$ cat src/sfcu_pkg.sv
package sfcu_pkg;

	// link protocols
	typedef enum logic [1:0] {
		SFCU_EXT = 2'h0,
		SFCU_DUAL = 2'h1,
		SFCU_QUAD = 2'h2
	} sfcu_proto_t;

	// frame states, gray along opcode -> address -> dummy -> output
	typedef enum logic [2:0] {
		SFCU_IDLE = 3'h0,
		SFCU_OPC = 3'h1,
		SFCU_ADDR = 3'h3,
		SFCU_DUMMY = 3'h2,
		SFCU_READ = 3'h6,
		SFCU_WRITE = 3'h7,
		SFCU_SKIP = 3'h5
	} sfcu_state_t;

	// commands handed to the array engines
	typedef enum logic [3:0] {
		SFCU_K_NONE = 4'h0,
		SFCU_K_SE = 4'h1,
		SFCU_K_SE4 = 4'h2,
		SFCU_K_SSE4 = 4'h3,
		SFCU_K_BE = 4'h4,
		SFCU_K_RESUME = 4'h5,
		SFCU_K_SUSPEND = 4'h6,
		SFCU_K_OTP_PROG = 4'h7,
		SFCU_K_OTP_READ = 4'h8,
		SFCU_K_DPROG = 4'h9,
		SFCU_K_QPROG = 4'ha
	} sfcu_kind_t;

	typedef struct packed {
		sfcu_kind_t kind;
		logic [31:0] addr;
	} sfcu_cmd_t;

	localparam logic [7:0] OP_WREN = 8'h06;
	localparam logic [7:0] OP_WRDI = 8'h04;
	localparam logic [7:0] OP_RDSR = 8'h05;
	localparam logic [7:0] OP_WRSR = 8'h01;
	localparam logic [7:0] OP_RDFSR = 8'h70;
	localparam logic [7:0] OP_RDNV = 8'hb5;
	localparam logic [7:0] OP_RDV = 8'h85;
	localparam logic [7:0] OP_RDEV = 8'h65;
	localparam logic [7:0] OP_RDEA = 8'hc8;
	localparam logic [7:0] OP_SE = 8'hd8;
	localparam logic [7:0] OP_SE4 = 8'hdc;
	localparam logic [7:0] OP_SSE4 = 8'h21;
	localparam logic [7:0] OP_BE = 8'hc7;
	localparam logic [7:0] OP_RESUME = 8'h7a;
	localparam logic [7:0] OP_SUSPEND = 8'h75;
	localparam logic [7:0] OP_OTPR = 8'h4b;
	localparam logic [7:0] OP_OTPP = 8'h42;
	localparam logic [7:0] OP_EN4B = 8'hb7;
	localparam logic [7:0] OP_EX4B = 8'he9;
	localparam logic [7:0] OP_ENQ = 8'h35;
	localparam logic [7:0] OP_EXQ = 8'hf5;
	localparam logic [7:0] OP_PP = 8'h02;
	localparam logic [7:0] OP_DP_A = 8'ha2;
	localparam logic [7:0] OP_DP_D = 8'hd2;
	localparam logic [7:0] OP_QP = 8'h32;
	localparam logic [7:0] OP_QP_STD = 8'h12;
	localparam logic [7:0] OP_QP_ALT = 8'h38;

	localparam int SR_WIP = 0;
	localparam int SR_WEL = 1;
	localparam int FSR_READY = 7;
	localparam logic [7:0] SR_RESET = 8'h00;
	localparam logic [15:0] NVCR_RSVD = 16'h0010;

	localparam logic [2:0] ADDR_BYTES_STD = 3'h3;
	localparam logic [2:0] ADDR_BYTES_EXT = 3'h4;
	localparam logic [3:0] DUMMY_STD = 4'h8;
	localparam logic [3:0] DUMMY_QUAD = 4'ha;

	localparam int MCLK_MHZ = 100;
	localparam int STATUS_WRITE_CYCLE_TIME_NS = 1000;
	localparam logic [15:0] STATUS_WRITE_CYC =
		16'((STATUS_WRITE_CYCLE_TIME_NS * MCLK_MHZ + 999) / 1000);

endpackage

$ cat src/sfcu_core.sv
`timescale 1ns/1ps
`default_nettype none

module sfcu_core (
	input wire logic mclk,
	input wire logic srst,
	input wire logic sclk_pin,
	input wire logic cs_n_pin,
	input wire logic [3:0] serial_line_in,
	output logic [3:0] serial_line_out,
	output logic [3:0] serial_line_oe,
	input wire logic strap_reset_pin,
	input wire logic dual_sel,
	input wire logic [3:0] dummy_cfg,
	input wire logic [15:0] nvcfg,
	input wire logic [7:0] vcfg,
	input wire logic [7:0] evcfg,
	input wire logic [7:0] ext_addr,
	input wire logic [6:0] flag_bits,
	input wire logic engine_busy,
	output logic cmd_valid,
	output sfcu_pkg::sfcu_cmd_t cmd_data,
	input wire logic cmd_ready,
	output logic [7:0] status_reg,
	output logic quad_on,
	output logic four_byte_on
);

	// pin synchronisers: {strap, lines, cs_n, sclk}
	logic [6:0] sync1;
	logic [6:0] sync2;
	logic sclk_s;
	logic csn_s;
	logic strap_s;
	logic [3:0] dq_s;
	logic sclk_d;
	logic csn_d;
	logic rise;
	logic fall;
	logic cs_up;

	always_ff @(posedge mclk) begin
		if (srst) begin
			sync1 <= 7'h02;
			sync2 <= 7'h02;
		end else begin
			sync1 <= {strap_reset_pin, serial_line_in, cs_n_pin, sclk_pin};
			sync2 <= sync1;
		end
	end

	assign {strap_s, dq_s, csn_s, sclk_s} = sync2;

	always_ff @(posedge mclk) begin
		if (srst) begin
			sclk_d <= 1'b0;
			csn_d <= 1'b1;
		end else begin
			sclk_d <= sclk_s;
			csn_d <= csn_s;
		end
	end

	assign rise = sclk_s & ~sclk_d & ~csn_s;
	assign fall = ~sclk_s & sclk_d & ~csn_s;
	assign cs_up = csn_s & ~csn_d;

	// variant strap caught once; the synchroniser still shows its reset value
	// for two edges after release, so the third edge is the first honest one
	logic variant;
	logic [1:0] strap_age;

	always_ff @(posedge mclk) begin
		if (srst) begin
			variant <= 1'b0;
			strap_age <= 2'h0;
		end else if (strap_age != 2'h3) begin
			strap_age <= strap_age + 2'h1;
			if (strap_age == 2'h2) begin
				variant <= strap_s;
			end
		end
	end

	sfcu_pkg::sfcu_proto_t proto;
	logic [5:0] step;
	logic [31:0] sh;
	logic [31:0] next_sh;
	logic [5:0] cnt;
	logic [5:0] next_cnt;

	always_comb begin
		proto = quad_on ? sfcu_pkg::SFCU_QUAD :
			(dual_sel ? sfcu_pkg::SFCU_DUAL : sfcu_pkg::SFCU_EXT);
		case (proto)
			sfcu_pkg::SFCU_QUAD: begin
				step = 6'h04;
				next_sh = {sh[27:0], dq_s};
			end
			sfcu_pkg::SFCU_DUAL: begin
				step = 6'h02;
				next_sh = {sh[29:0], dq_s[1:0]};
			end
			default: begin
				step = 6'h01;
				next_sh = {sh[30:0], dq_s[0]};
			end
		endcase
		next_cnt = cnt + step;
	end

	// opcode decode on the byte as it completes
	logic [7:0] ob;
	logic wip_any;
	logic spare_v;
	sfcu_pkg::sfcu_state_t d_state;
	sfcu_pkg::sfcu_kind_t d_kind;
	logic [2:0] d_abytes;
	logic [2:0] ab;
	logic d_ok;
	logic d_wel;
	logic d_var;
	logic accept;

	always_comb begin
		ob = next_sh[7:0];
		ab = four_byte_on ? sfcu_pkg::ADDR_BYTES_EXT : sfcu_pkg::ADDR_BYTES_STD;
		d_state = sfcu_pkg::SFCU_SKIP;
		d_kind = sfcu_pkg::SFCU_K_NONE;
		d_abytes = ab;
		d_ok = 1'b1;
		d_wel = 1'b0;
		d_var = 1'b0;
		case (ob)
			sfcu_pkg::OP_RDSR, sfcu_pkg::OP_RDFSR, sfcu_pkg::OP_RDNV,
			sfcu_pkg::OP_RDV, sfcu_pkg::OP_RDEV, sfcu_pkg::OP_RDEA: begin
				d_state = sfcu_pkg::SFCU_READ;
			end
			sfcu_pkg::OP_WRSR: begin
				d_state = sfcu_pkg::SFCU_WRITE;
				d_wel = 1'b1;
			end
			sfcu_pkg::OP_SE: begin
				d_state = sfcu_pkg::SFCU_ADDR;
				d_kind = sfcu_pkg::SFCU_K_SE;
				d_wel = 1'b1;
			end
			sfcu_pkg::OP_SE4, sfcu_pkg::OP_SSE4: begin
				d_state = sfcu_pkg::SFCU_ADDR;
				d_kind = (ob == sfcu_pkg::OP_SE4) ? sfcu_pkg::SFCU_K_SE4 : sfcu_pkg::SFCU_K_SSE4;
				d_abytes = sfcu_pkg::ADDR_BYTES_EXT;
				d_wel = 1'b1;
				d_var = 1'b1;
			end
			sfcu_pkg::OP_BE: begin
				d_state = sfcu_pkg::SFCU_ADDR;
				d_kind = sfcu_pkg::SFCU_K_BE;
				d_wel = 1'b1;
			end
			sfcu_pkg::OP_RESUME: begin
				d_kind = sfcu_pkg::SFCU_K_RESUME;
				d_wel = 1'b1;
			end
			sfcu_pkg::OP_SUSPEND: d_kind = sfcu_pkg::SFCU_K_SUSPEND;
			sfcu_pkg::OP_OTPP: begin
				d_state = sfcu_pkg::SFCU_ADDR;
				d_kind = sfcu_pkg::SFCU_K_OTP_PROG;
				d_wel = 1'b1;
			end
			sfcu_pkg::OP_OTPR: begin
				d_state = sfcu_pkg::SFCU_ADDR;
				d_kind = sfcu_pkg::SFCU_K_OTP_READ;
			end
			sfcu_pkg::OP_EN4B, sfcu_pkg::OP_EX4B: d_wel = ~variant;
			sfcu_pkg::OP_ENQ, sfcu_pkg::OP_EXQ: d_var = 1'b1;
			sfcu_pkg::OP_WREN, sfcu_pkg::OP_WRDI: d_ok = 1'b1;
			sfcu_pkg::OP_PP, sfcu_pkg::OP_DP_A, sfcu_pkg::OP_DP_D, sfcu_pkg::OP_QP,
			sfcu_pkg::OP_QP_STD, sfcu_pkg::OP_QP_ALT: begin
				d_state = sfcu_pkg::SFCU_ADDR;
				d_wel = 1'b1;
				if (proto == sfcu_pkg::SFCU_DUAL) begin
					d_kind = sfcu_pkg::SFCU_K_DPROG;
					d_ok = (ob == sfcu_pkg::OP_PP) || (ob == sfcu_pkg::OP_DP_A) ||
						(ob == sfcu_pkg::OP_DP_D);
				end else begin
					d_kind = sfcu_pkg::SFCU_K_QPROG;
					d_ok = (proto == sfcu_pkg::SFCU_QUAD) && ((ob == sfcu_pkg::OP_PP) ||
						(ob == sfcu_pkg::OP_QP) || (ob == (variant ?
						sfcu_pkg::OP_QP_ALT : sfcu_pkg::OP_QP_STD)));
				end
			end
			default: d_ok = 1'b0;
		endcase
		// busy device still answers register reads only
		accept = d_ok && (!d_var || variant) && (!d_wel || status_reg[sfcu_pkg::SR_WEL]) &&
			(!wip_any || d_state == sfcu_pkg::SFCU_READ) &&
			(d_kind == sfcu_pkg::SFCU_K_NONE || !spare_v);
	end

	// frame sequencer
	sfcu_pkg::sfcu_state_t state;
	sfcu_pkg::sfcu_kind_t kind;
	logic [7:0] opc;
	logic [2:0] abytes;
	logic [3:0] dcnt;
	logic [3:0] dummy;
	logic armed;
	logic wr_full;
	logic [7:0] wr_byte;
	logic push;
	sfcu_pkg::sfcu_cmd_t push_data;

	always_ff @(posedge mclk) begin
		if (srst) begin
			state <= sfcu_pkg::SFCU_IDLE;
			kind <= sfcu_pkg::SFCU_K_NONE;
			opc <= 8'h00;
			sh <= 32'h0000_0000;
			cnt <= 6'h00;
			abytes <= 3'h0;
			dcnt <= 4'h0;
			dummy <= 4'h0;
			armed <= 1'b0;
			wr_full <= 1'b0;
			wr_byte <= 8'h00;
			push <= 1'b0;
			push_data <= '0;
		end else begin
			push <= 1'b0;
			if (csn_s) begin
				// a zero-address command runs only if nothing followed its opcode
				if (cs_up && armed && kind != sfcu_pkg::SFCU_K_NONE) begin
					push <= 1'b1;
					push_data <= '{kind: kind, addr: push_data.addr};
				end
				state <= sfcu_pkg::SFCU_IDLE;
				armed <= 1'b0;
			end else begin
				case (state)
					sfcu_pkg::SFCU_IDLE: begin
						cnt <= 6'h00;
						wr_full <= 1'b0;
						state <= sfcu_pkg::SFCU_OPC;
					end
					sfcu_pkg::SFCU_OPC: if (rise) begin
						sh <= next_sh;
						cnt <= next_cnt;
						if (next_cnt == 6'h08) begin
							opc <= ob;
							cnt <= 6'h00;
							kind <= accept ? d_kind : sfcu_pkg::SFCU_K_NONE;
							abytes <= d_abytes;
							dummy <= (dummy_cfg != 4'h0) ? dummy_cfg :
								(quad_on ? sfcu_pkg::DUMMY_QUAD : sfcu_pkg::DUMMY_STD);
							armed <= accept && d_state == sfcu_pkg::SFCU_SKIP;
							state <= accept ? d_state : sfcu_pkg::SFCU_SKIP;
						end
					end
					sfcu_pkg::SFCU_ADDR: if (rise) begin
						sh <= next_sh;
						cnt <= next_cnt;
						if (next_cnt == {abytes, 3'h0}) begin
							push_data.addr <= (abytes == sfcu_pkg::ADDR_BYTES_EXT) ? next_sh :
								{ext_addr, next_sh[23:0]};
							dcnt <= 4'h0;
							state <= sfcu_pkg::SFCU_SKIP;
							if (kind == sfcu_pkg::SFCU_K_OTP_READ) begin
								state <= sfcu_pkg::SFCU_DUMMY;
							end else if (kind == sfcu_pkg::SFCU_K_SE || kind == sfcu_pkg::SFCU_K_SE4 ||
								kind == sfcu_pkg::SFCU_K_SSE4 || kind == sfcu_pkg::SFCU_K_BE) begin
								armed <= 1'b1;
							end else begin
								push <= 1'b1;
								push_data.kind <= kind;
							end
						end
					end
					sfcu_pkg::SFCU_DUMMY: if (rise) begin
						dcnt <= dcnt + 4'h1;
						if (dcnt + 4'h1 == dummy) begin
							push <= 1'b1;
							push_data.kind <= kind;
							state <= sfcu_pkg::SFCU_SKIP;
						end
					end
					sfcu_pkg::SFCU_WRITE: if (rise) begin
						sh <= next_sh;
						cnt <= {3'h0, next_cnt[2:0]};
						wr_full <= (next_cnt[2:0] == 3'h0);
						if (next_cnt[2:0] == 3'h0) begin
							wr_byte <= next_sh[7:0];
						end
					end
					sfcu_pkg::SFCU_SKIP: if (rise) begin
						armed <= 1'b0;
					end
					sfcu_pkg::SFCU_READ: armed <= 1'b0;
					default: state <= sfcu_pkg::SFCU_IDLE;
				endcase
			end
		end
	end

	// status, write enable, address mode, protocol
	logic [15:0] tmr;
	logic exec;

	assign wip_any = status_reg[sfcu_pkg::SR_WIP] | engine_busy;
	assign exec = cs_up & armed & (kind == sfcu_pkg::SFCU_K_NONE);

	always_ff @(posedge mclk) begin
		if (srst) begin
			status_reg <= sfcu_pkg::SR_RESET;
			quad_on <= 1'b0;
			four_byte_on <= 1'b0;
			tmr <= 16'h0000;
		end else begin
			if (tmr != 16'h0000) begin
				tmr <= tmr - 16'h0001;
				if (tmr == 16'h0001) begin
					status_reg[sfcu_pkg::SR_WIP] <= 1'b0;
					status_reg[sfcu_pkg::SR_WEL] <= 1'b0;
				end
			end
			// wrong framing falls through: no write, latch kept
			if (cs_up && state == sfcu_pkg::SFCU_WRITE && wr_full) begin
				status_reg[7:2] <= wr_byte[7:2];
				status_reg[sfcu_pkg::SR_WIP] <= 1'b1;
				tmr <= sfcu_pkg::STATUS_WRITE_CYC;
			end
			if (push && push_data.kind != sfcu_pkg::SFCU_K_SUSPEND &&
				push_data.kind != sfcu_pkg::SFCU_K_OTP_READ) begin
				status_reg[sfcu_pkg::SR_WEL] <= 1'b0;
			end
			if (exec) begin
				case (opc)
					sfcu_pkg::OP_WREN: status_reg[sfcu_pkg::SR_WEL] <= 1'b1;
					sfcu_pkg::OP_WRDI: status_reg[sfcu_pkg::SR_WEL] <= 1'b0;
					sfcu_pkg::OP_EN4B: four_byte_on <= 1'b1;
					sfcu_pkg::OP_EX4B: four_byte_on <= 1'b0;
					sfcu_pkg::OP_ENQ: quad_on <= 1'b1;
					sfcu_pkg::OP_EXQ: quad_on <= 1'b0;
					default: quad_on <= quad_on;
				endcase
			end
		end
	end

	// register read shifter, one byte at a time
	logic [1:0] bidx;
	logic [2:0] ocnt;
	logic [7:0] osh;
	logic [7:0] rbyte;
	logic [7:0] cur;
	logic [15:0] nv_rd;

	always_comb begin
		nv_rd = nvcfg | sfcu_pkg::NVCR_RSVD;
		case (opc)
			sfcu_pkg::OP_RDSR: rbyte = {status_reg[7:1], wip_any};
			sfcu_pkg::OP_RDFSR: rbyte = {~wip_any, flag_bits};
			sfcu_pkg::OP_RDNV: rbyte = (bidx == 2'h0) ? nv_rd[7:0] :
				((bidx == 2'h1) ? nv_rd[15:8] : 8'h00);
			sfcu_pkg::OP_RDV: rbyte = vcfg;
			sfcu_pkg::OP_RDEV: rbyte = evcfg;
			default: rbyte = ext_addr;
		endcase
		cur = (ocnt == 3'h0) ? rbyte : osh;
	end

	always_ff @(posedge mclk) begin
		if (srst || state != sfcu_pkg::SFCU_READ || csn_s) begin
			bidx <= 2'h0;
			ocnt <= 3'h0;
			osh <= 8'h00;
			serial_line_out <= 4'h0;
			serial_line_oe <= 4'h0;
		end else begin
			case (proto)
				sfcu_pkg::SFCU_QUAD: serial_line_oe <= 4'hf;
				sfcu_pkg::SFCU_DUAL: serial_line_oe <= 4'h3;
				default: serial_line_oe <= 4'h2;
			endcase
			if (fall) begin
				ocnt <= ocnt + step[2:0];
				if (ocnt == 3'h0 && bidx != 2'h3) begin
					bidx <= bidx + 2'h1;
				end
				case (proto)
					sfcu_pkg::SFCU_QUAD: begin
						serial_line_out <= cur[7:4];
						osh <= {cur[3:0], 4'h0};
					end
					sfcu_pkg::SFCU_DUAL: begin
						serial_line_out <= {2'h0, cur[7:6]};
						osh <= {cur[5:0], 2'h0};
					end
					default: begin
						serial_line_out <= {2'h0, cur[7], 1'b0};
						osh <= {cur[6:0], 1'b0};
					end
				endcase
			end
		end
	end

	// two-entry command buffer; a full buffer refuses new commands
	sfcu_pkg::sfcu_cmd_t spare;
	logic pop;

	assign pop = cmd_valid & cmd_ready;

	always_ff @(posedge mclk) begin
		if (srst) begin
			cmd_valid <= 1'b0;
			cmd_data <= '0;
			spare <= '0;
			spare_v <= 1'b0;
		end else begin
			if (push && !pop) begin
				if (!cmd_valid) begin
					cmd_data <= push_data;
					cmd_valid <= 1'b1;
				end else begin
					spare <= push_data;
					spare_v <= 1'b1;
				end
			end else if (pop && !push) begin
				if (spare_v) begin
					cmd_data <= spare;
					spare_v <= 1'b0;
				end else begin
					cmd_valid <= 1'b0;
				end
			end else if (push && pop) begin
				if (spare_v) begin
					cmd_data <= spare;
					spare <= push_data;
				end else begin
					cmd_data <= push_data;
				end
			end
		end
	end

endmodule

`default_nettype wire

$ cat config.mk
export PLATFORM = sky130hd
export DESIGN_NAME = sfcu_core
export DESIGN_NICKNAME = d
export VERILOG_FILES = /design/src/sfcu_pkg.sv /design/src/sfcu_core.sv
export SDC_FILE = /design/constraint.sdc
export NUM_CORES = 1
export LEC_CHECK = 0
export BUFFER_PORTS_ARGS = -buffer_cell sky130_fd_sc_hd__buf_2
export CAP_MARGIN = 40
export CELL_PAD_IN_SITES_DETAIL_PLACEMENT = 1
export CELL_PAD_IN_SITES_GLOBAL_PLACEMENT = 1
export CORE_MARGIN = 8
export CORE_UTILIZATION = 44
export DETAILED_ROUTE_END_ITERATION = 6
export PLACE_DENSITY_LB_ADDON = 0.1
export SLEW_MARGIN = 20
export SYNTH_ARGS = -nofsm -noshare
export SYNTH_HDL_FRONTEND = slang
export SYNTH_SLANG_ARGS = --single-unit
$ cat constraint.sdc
create_clock -name mclk -period 5.05 [get_ports mclk]
set_clock_uncertainty 0.05 [all_clocks]
set_input_delay 1.01 -clock mclk [delete_from_list [all_inputs] [get_ports mclk]]
set_output_delay 1.01 -clock mclk [all_outputs]
set_load 0.05 [all_outputs]
## Yosys cells after proc, flatten, opt, wreduce, memory -nomap -nowiden

Cells that the tools add are included.

| word-level totals | value |
|---|---|
| bits in registers | 250 |
| input bits | 63 |
| output and inout port bits | 55 |
| word-level logic and storage cells | 336 |

| operators by class | value |
|---|---|
| $add $sub $neg | 6 |
| eq/ne operators | 88 |
| mux-type cells | 100 |
| bitwise gates (word level) | 16 |
| reductions and logical operators | 88 |

Operators with widths:

| kind | count |
|---|---|
| $mux W36 | 15 |
| $eq A8 B8 Y1 const B | 16 |
| $eq A8 B7 Y1 const B | 8 |
| $mux W32 | 2 |
| $pmux W32 S2 | 1 |
| $eq A8 B3 Y1 const B | 6 |
| $eq A8 B6 Y1 const B | 5 |
| $pmux W8 S5 | 1 |
| $mux W4 | 9 |
| $pmux W4 S2 | 4 |
| $pmux W4 S8 | 1 |
| $mux W3 | 10 |
| $mux W6 | 5 |
| $ne A2 B2 Y1 const B | 15 |
| $mux W1 | 29 |
| $mux W8 | 3 |
| $ne A3 B3 Y1 const B | 8 |
| $pmux W6 S4 | 1 |
| $reduce_or A21 Y1 | 1 |
| $eq A3 B3 Y1 const B | 6 |
| $reduce_bool A2 Y1 | 9 |
| $eq A16 B1 Y1 const B | 1 |
| $logic_and A1 B1 Y1 | 16 |
| $pmux W8 S2 | 1 |
| 53 further kinds | 125 |

## Longest topological paths before layout

| logic depth | value |
|---|---|
| word-level depth | 18 |
| depth in mapped cells | 18 |
| mapped depth without buffers | 14 |

## Worst setup path after synthesis

Ideal clock, no wire load.

| path | value |
|---|---|
| path type | input-to-reg |
| from | input dual_sel |
| to | register opc[2] |
| setup time | 0.070 ns |
| data arrival time | 4.531 ns |
| data required time | 4.930 ns |
| path slack | 0.399 ns |
| stages | 14 |
| buffers on the path | 5 |
| cells stage by stage | buf_6 buf_1 buf_1 nor2_1 ha_1 a21o_1 a21oi_1 xnor2_1 nor4bb_1 and3_1 clkbuf_1 clkbuf_1 nand2_1 a21oi_1 |

| between the ends | value |
|---|---|
| longest elaborated chain between the ends | 7 |
| elaborated cells on any way between the ends | 9 |
| classes of those cells | add/sub (1); eq/ne (3); mux (4); reduce/logical (1) |

Ends and longest elaborated chain:

| element | RTL line | text |
|---|---|---|
| start: declaration | sfcu_core.sv:13 | `input wire logic dual_sel,` |
| $mux W1 (*) | sfcu_core.sv:94 | `(dual_sel ? sfcu_pkg::SFCU_DUAL : sfcu_pkg::SFCU_EXT);` |
| $mux W2 (*) | sfcu_core.sv:93 | `proto = quad_on ? sfcu_pkg::SFCU_QUAD :` |
| $eq A2 B1 Y1 or $eq A2 B2 Y1 (tied branches) | sfcu_core.sv:95 | `case (proto)` |
| $pmux W3 S2 | sfcu_core.sv:95 |  |
| $add A6 B6 Y6 | sfcu_core.sv:109 | `next_cnt = cnt + step;` |
| $eq A6 B4 Y1 | sfcu_core.sv:248 | `if (next_cnt == 6'h08) begin` |
| $reduce_and A4 Y1 (no line) | n/a |  |
| end signal: assignment | sfcu_core.sv:217 | `opc <= 8'h00;` |
| end signal: assignment | sfcu_core.sv:249 | `opc <= ob;` |
| end: declaration | sfcu_core.sv:203 | `logic [7:0] opc;` |

Every way passes the cells marked *; elsewhere a longest branch is shown, timed or not.
A chain may end at the register's enable or synchronous reset.

## Worst setup path in the final report

| path | value |
|---|---|
| from | input dual_sel |
| to | register dcnt[2] |

| between the ends | value |
|---|---|
| longest elaborated chain between the ends | 8 |
| elaborated cells on any way between the ends | 9 |
| classes of those cells | add/sub (1); eq/ne (4); mux (3); reduce/logical (1) |

Ends and longest elaborated chain:

| element | RTL line | text |
|---|---|---|
| $mux W1 (*) | sfcu_core.sv:94 |  |
| $mux W2 (*) | sfcu_core.sv:93 |  |
| $eq A2 B1 Y1 or $eq A2 B2 Y1 (tied branches) | sfcu_core.sv:95 |  |
| $pmux W3 S2 (*) | sfcu_core.sv:95 |  |
| $add A6 B6 Y6 (*) | sfcu_core.sv:109 |  |
| $eq A6 B6 Y1 (*) | sfcu_core.sv:262 | `if (next_cnt == {abytes, 3'h0}) begin` |
| $ne A2 B2 Y1 (no line) (*) | n/a |  |
| $reduce_and A5 Y1 (no line) (*) | n/a |  |
| end signal: assignment | sfcu_core.sv:279 | `dcnt <= dcnt + 4'h1;` |
| end: declaration | sfcu_core.sv:205 | `logic [3:0] dcnt;` |

Marks and branches as above.

==> results.tsv <==
metric	value	unit
placed_area	12700	µm²
drcViolationCount	0	
routed_wl	33900	µm
syn_nets	1558	
yosys_register_bits	245	
seqPwrFrac	0.443	
vias_per_cell	5.59	
finalSetupViolCount	0	
grt_pass1_vias	10800	
min_delay_path_depth	1	
htreeDepth	1	
fin_tns_setup	0	ns
p_sw	1.15	mW
syn_to_final_growth	16.6	%
max_cap_viol_count	0	
synth_cells	1477	
critPathTopFamily	simple AND/OR/NAND/NOR gates	
synth-main-ff-cell	dfxtp_1	
core	26100	µm²
final_cell_mix	nor2_1, dfxtp_1, nand2_1, a21oi_1, buf_2	
p_clk_frac	0.454	
finalCriticalPeriod	3.92	ns
die_w	179	µm
ir_drop	390	µV
num_vias	10700	
path_class	in -> reg	
hold_slack	0.361	ns
path_clk_slew	0.06	ns
p_int	3.45	mW
worst_slew_pin_slew	0.817	ns
status	finished, final reports clean	
yosysTopAreaCellShare	0.419	
end_kind	flip-flop	
slew_viol_final	0	
antenna_found_initial	0	
dieArea	32100	µm²
required	5.47	ns
yosys.area.top_type	dfxtp_1	
maxSlewHeadroom	0.451	
fin_area	13600	µm²
tritoncts	built	
cp_data_arrival_time	4.34	ns
p_sw_frac	0.250	
largestRegisters	cmd_data x36, push_data x36, spare x36	
dp_hpwl	24600	µm
startpoint	dual_sel	
cts_hold_repair.buffers	0	
crit_path_top_delay_cell	fa_1	
ys_async_sr_fraction	0	
hold_class	reg -> reg	
firstDrtPassIters	5	
startpoint_type	input port	
diodes	0	
fmax	255	MHz
start_util	0.449	
cts_setup_buffers	0	
mostFrequentLayoutCell	nor2_1	
numPortBuffers	116	
nNetsFinal	1643	
grt_max_degree	73	
reg2reg_depth	15	
avgSynthCellArea	7.92	µm²
fin_total_pwr	4.60	mW
io-pin-count	118	
pre_cts_slack	0.628	ns
min-delay-start	sync1[1]$_SDFF_PP1_	
place.gp.congestion	0.862	
synthTopCellsByArea	dfxtp_1, nor2_1, a21oi_1	
fin_crit_sh	0.776	
multi_input_area	6330	µm²
cp_num_cells	16	
max_stage_delay	0.44	ns
share_comb_of_total_power	0.102	
drt_iter0_drc	551	
clockRootBuffer	clkbuf_16	
wl_per_cell	17.7	µm
synth.distinct_cells	72	
grt_pass1_wl	55700	µm
path_buf_inv	4	
yosysSeqAreaShare	0.419	
grt-ovfl-total	0	
ctsResizeCount	0	
synth_edf_count	0	
die_height	179	µm
ant_nets	0	
cts_made_buffers	28	
path_max_fanout	12	
grtUsageTotal	0.210	
setup_ws	1.13	ns
reg2reg_from	quad_on$_SDFFE_PP0P_	
synth_warnings	0	
clock_latency	0.55	ns
syn_area	11700	µm²
p_leak	5.34	nW
power_density	337	nW/µm²
rsz0062_at_grt	false	
n_fill_cell	3178	
finalHoldViolations	0	
clock_sinks	245	
drive_gt1_frac	0.147	
rows	59	
seq_area	4910	µm²
path_cells	buf_2, nor2b_1, buf_4, inv_1, fa_1, nor2b_1, o21ai_1, xnor2_1, and3_1, o211ai_1, buf_4, a21oi_1, nand2_1, nor3b_1, a21oi_1, nor2_1	
cts_buffer_depth	3	
per-layer routing:
layer / share of wire / routed length [µm] / global-route usage / vias to the layer above
met5: 0 / 0 / 0 / -
met4: 0.020 / 663 / 0.0455 / 0
met3: 0.054 / 1820 / 0.0444 / 46
met2: 0.46 / 15500 / 0.344 / 203
met1: 0.47 / 16000 / 0.279 / 5147
li1: - / - / - / 5325
logic make-up (layout without fill, tap and decap cells):
logic type               after synthesis  in the layout  synth area share
XOR/XNOR                              27             27            0.0202
flip-flops                           245            245             0.419
AO/OA/AOI/OAI                        348            348             0.183
multiplexers                          96             96            0.0831
AND/OR/NAND/NOR                      616            616             0.231
buffers and inverters                127            232            0.0431
adder cells (fa/ha/maj)               18             18            0.0205
cell usage after synthesis, drive strengths merged, types with 20 or more instances:
| cell type | count |
|---|---|
| inv | 26 |
| nor2b | 20 |
| o21ai | 34 |
| nand3 | 28 |
| clkbuf | 74 |
| nor2 | 279 |
| mux2i | 87 |
| dfxtp | 245 |
| buf | 25 |
| a211oi | 49 |
| nor3 | 36 |
| a21oi | 183 |
| nand2 | 182 |
power by group through the flow:
stage / Clock (mW) / Sequential (mW) / Combinational [mW]
detailed placement: 0 / 2.08 / 0.472
global route: 2.23 / 2.05 / 0.534
floorplan: 0 / 2.07 / 0.356
finish: 2.09 / 2.04 / 0.471
CTS: 2.14 / 2.04 / 0.476
global placement: 0 / 2.08 / 0.456
metrics by stage:
| stage | utilization | std cells |
|---|---|---|
| 3_5_place_dp | 0.487 | 1866 |
| 6_report | 0.524 | 1917 |
| 5_1_grt | 0.524 | 1917 |
| 3_3_place_gp | 0.483 | 1859 |
| 2_1_floorplan | - | 1477 |
| 4_1_cts | 0.524 | 1916 |
worst register-to-register path: cells and delay by family (launching register included):
kind	cells	cell delay [ns]
xor gates and xnor gates	1	0.36
buffers and inverters	2	0.24
adders and majority gates	2	0.64
and+or+nand+nor	6	1.21
DFF	1	0.45
AOI/OAI and AO/OA	4	0.63
layout make-up:
class | instances | share of cell area
tap | 335 | 0.0307
clock inverter | 13 | 0.0114
timing repair buffer | 154 | 0.0684
multi-input combinational | 1105 | 0.463
clock buffer | 37 | 0.0589
sequential | 245 | 0.359
inverter | 28 | 0.00770
path summary, 6_finish.rpt:
kind                          endpoint  slack, ns
setup reg to reg  dcnt[2]$_SDFFE_PP0P_       1.40
hold reg to reg    sync2[1]$_SDFF_PP1_       0.36
setup / recovery  dcnt[2]$_SDFFE_PP0P_       1.13
hold / removal     sync2[1]$_SDFF_PP1_       0.36
(Power assumes the default switching activity.)
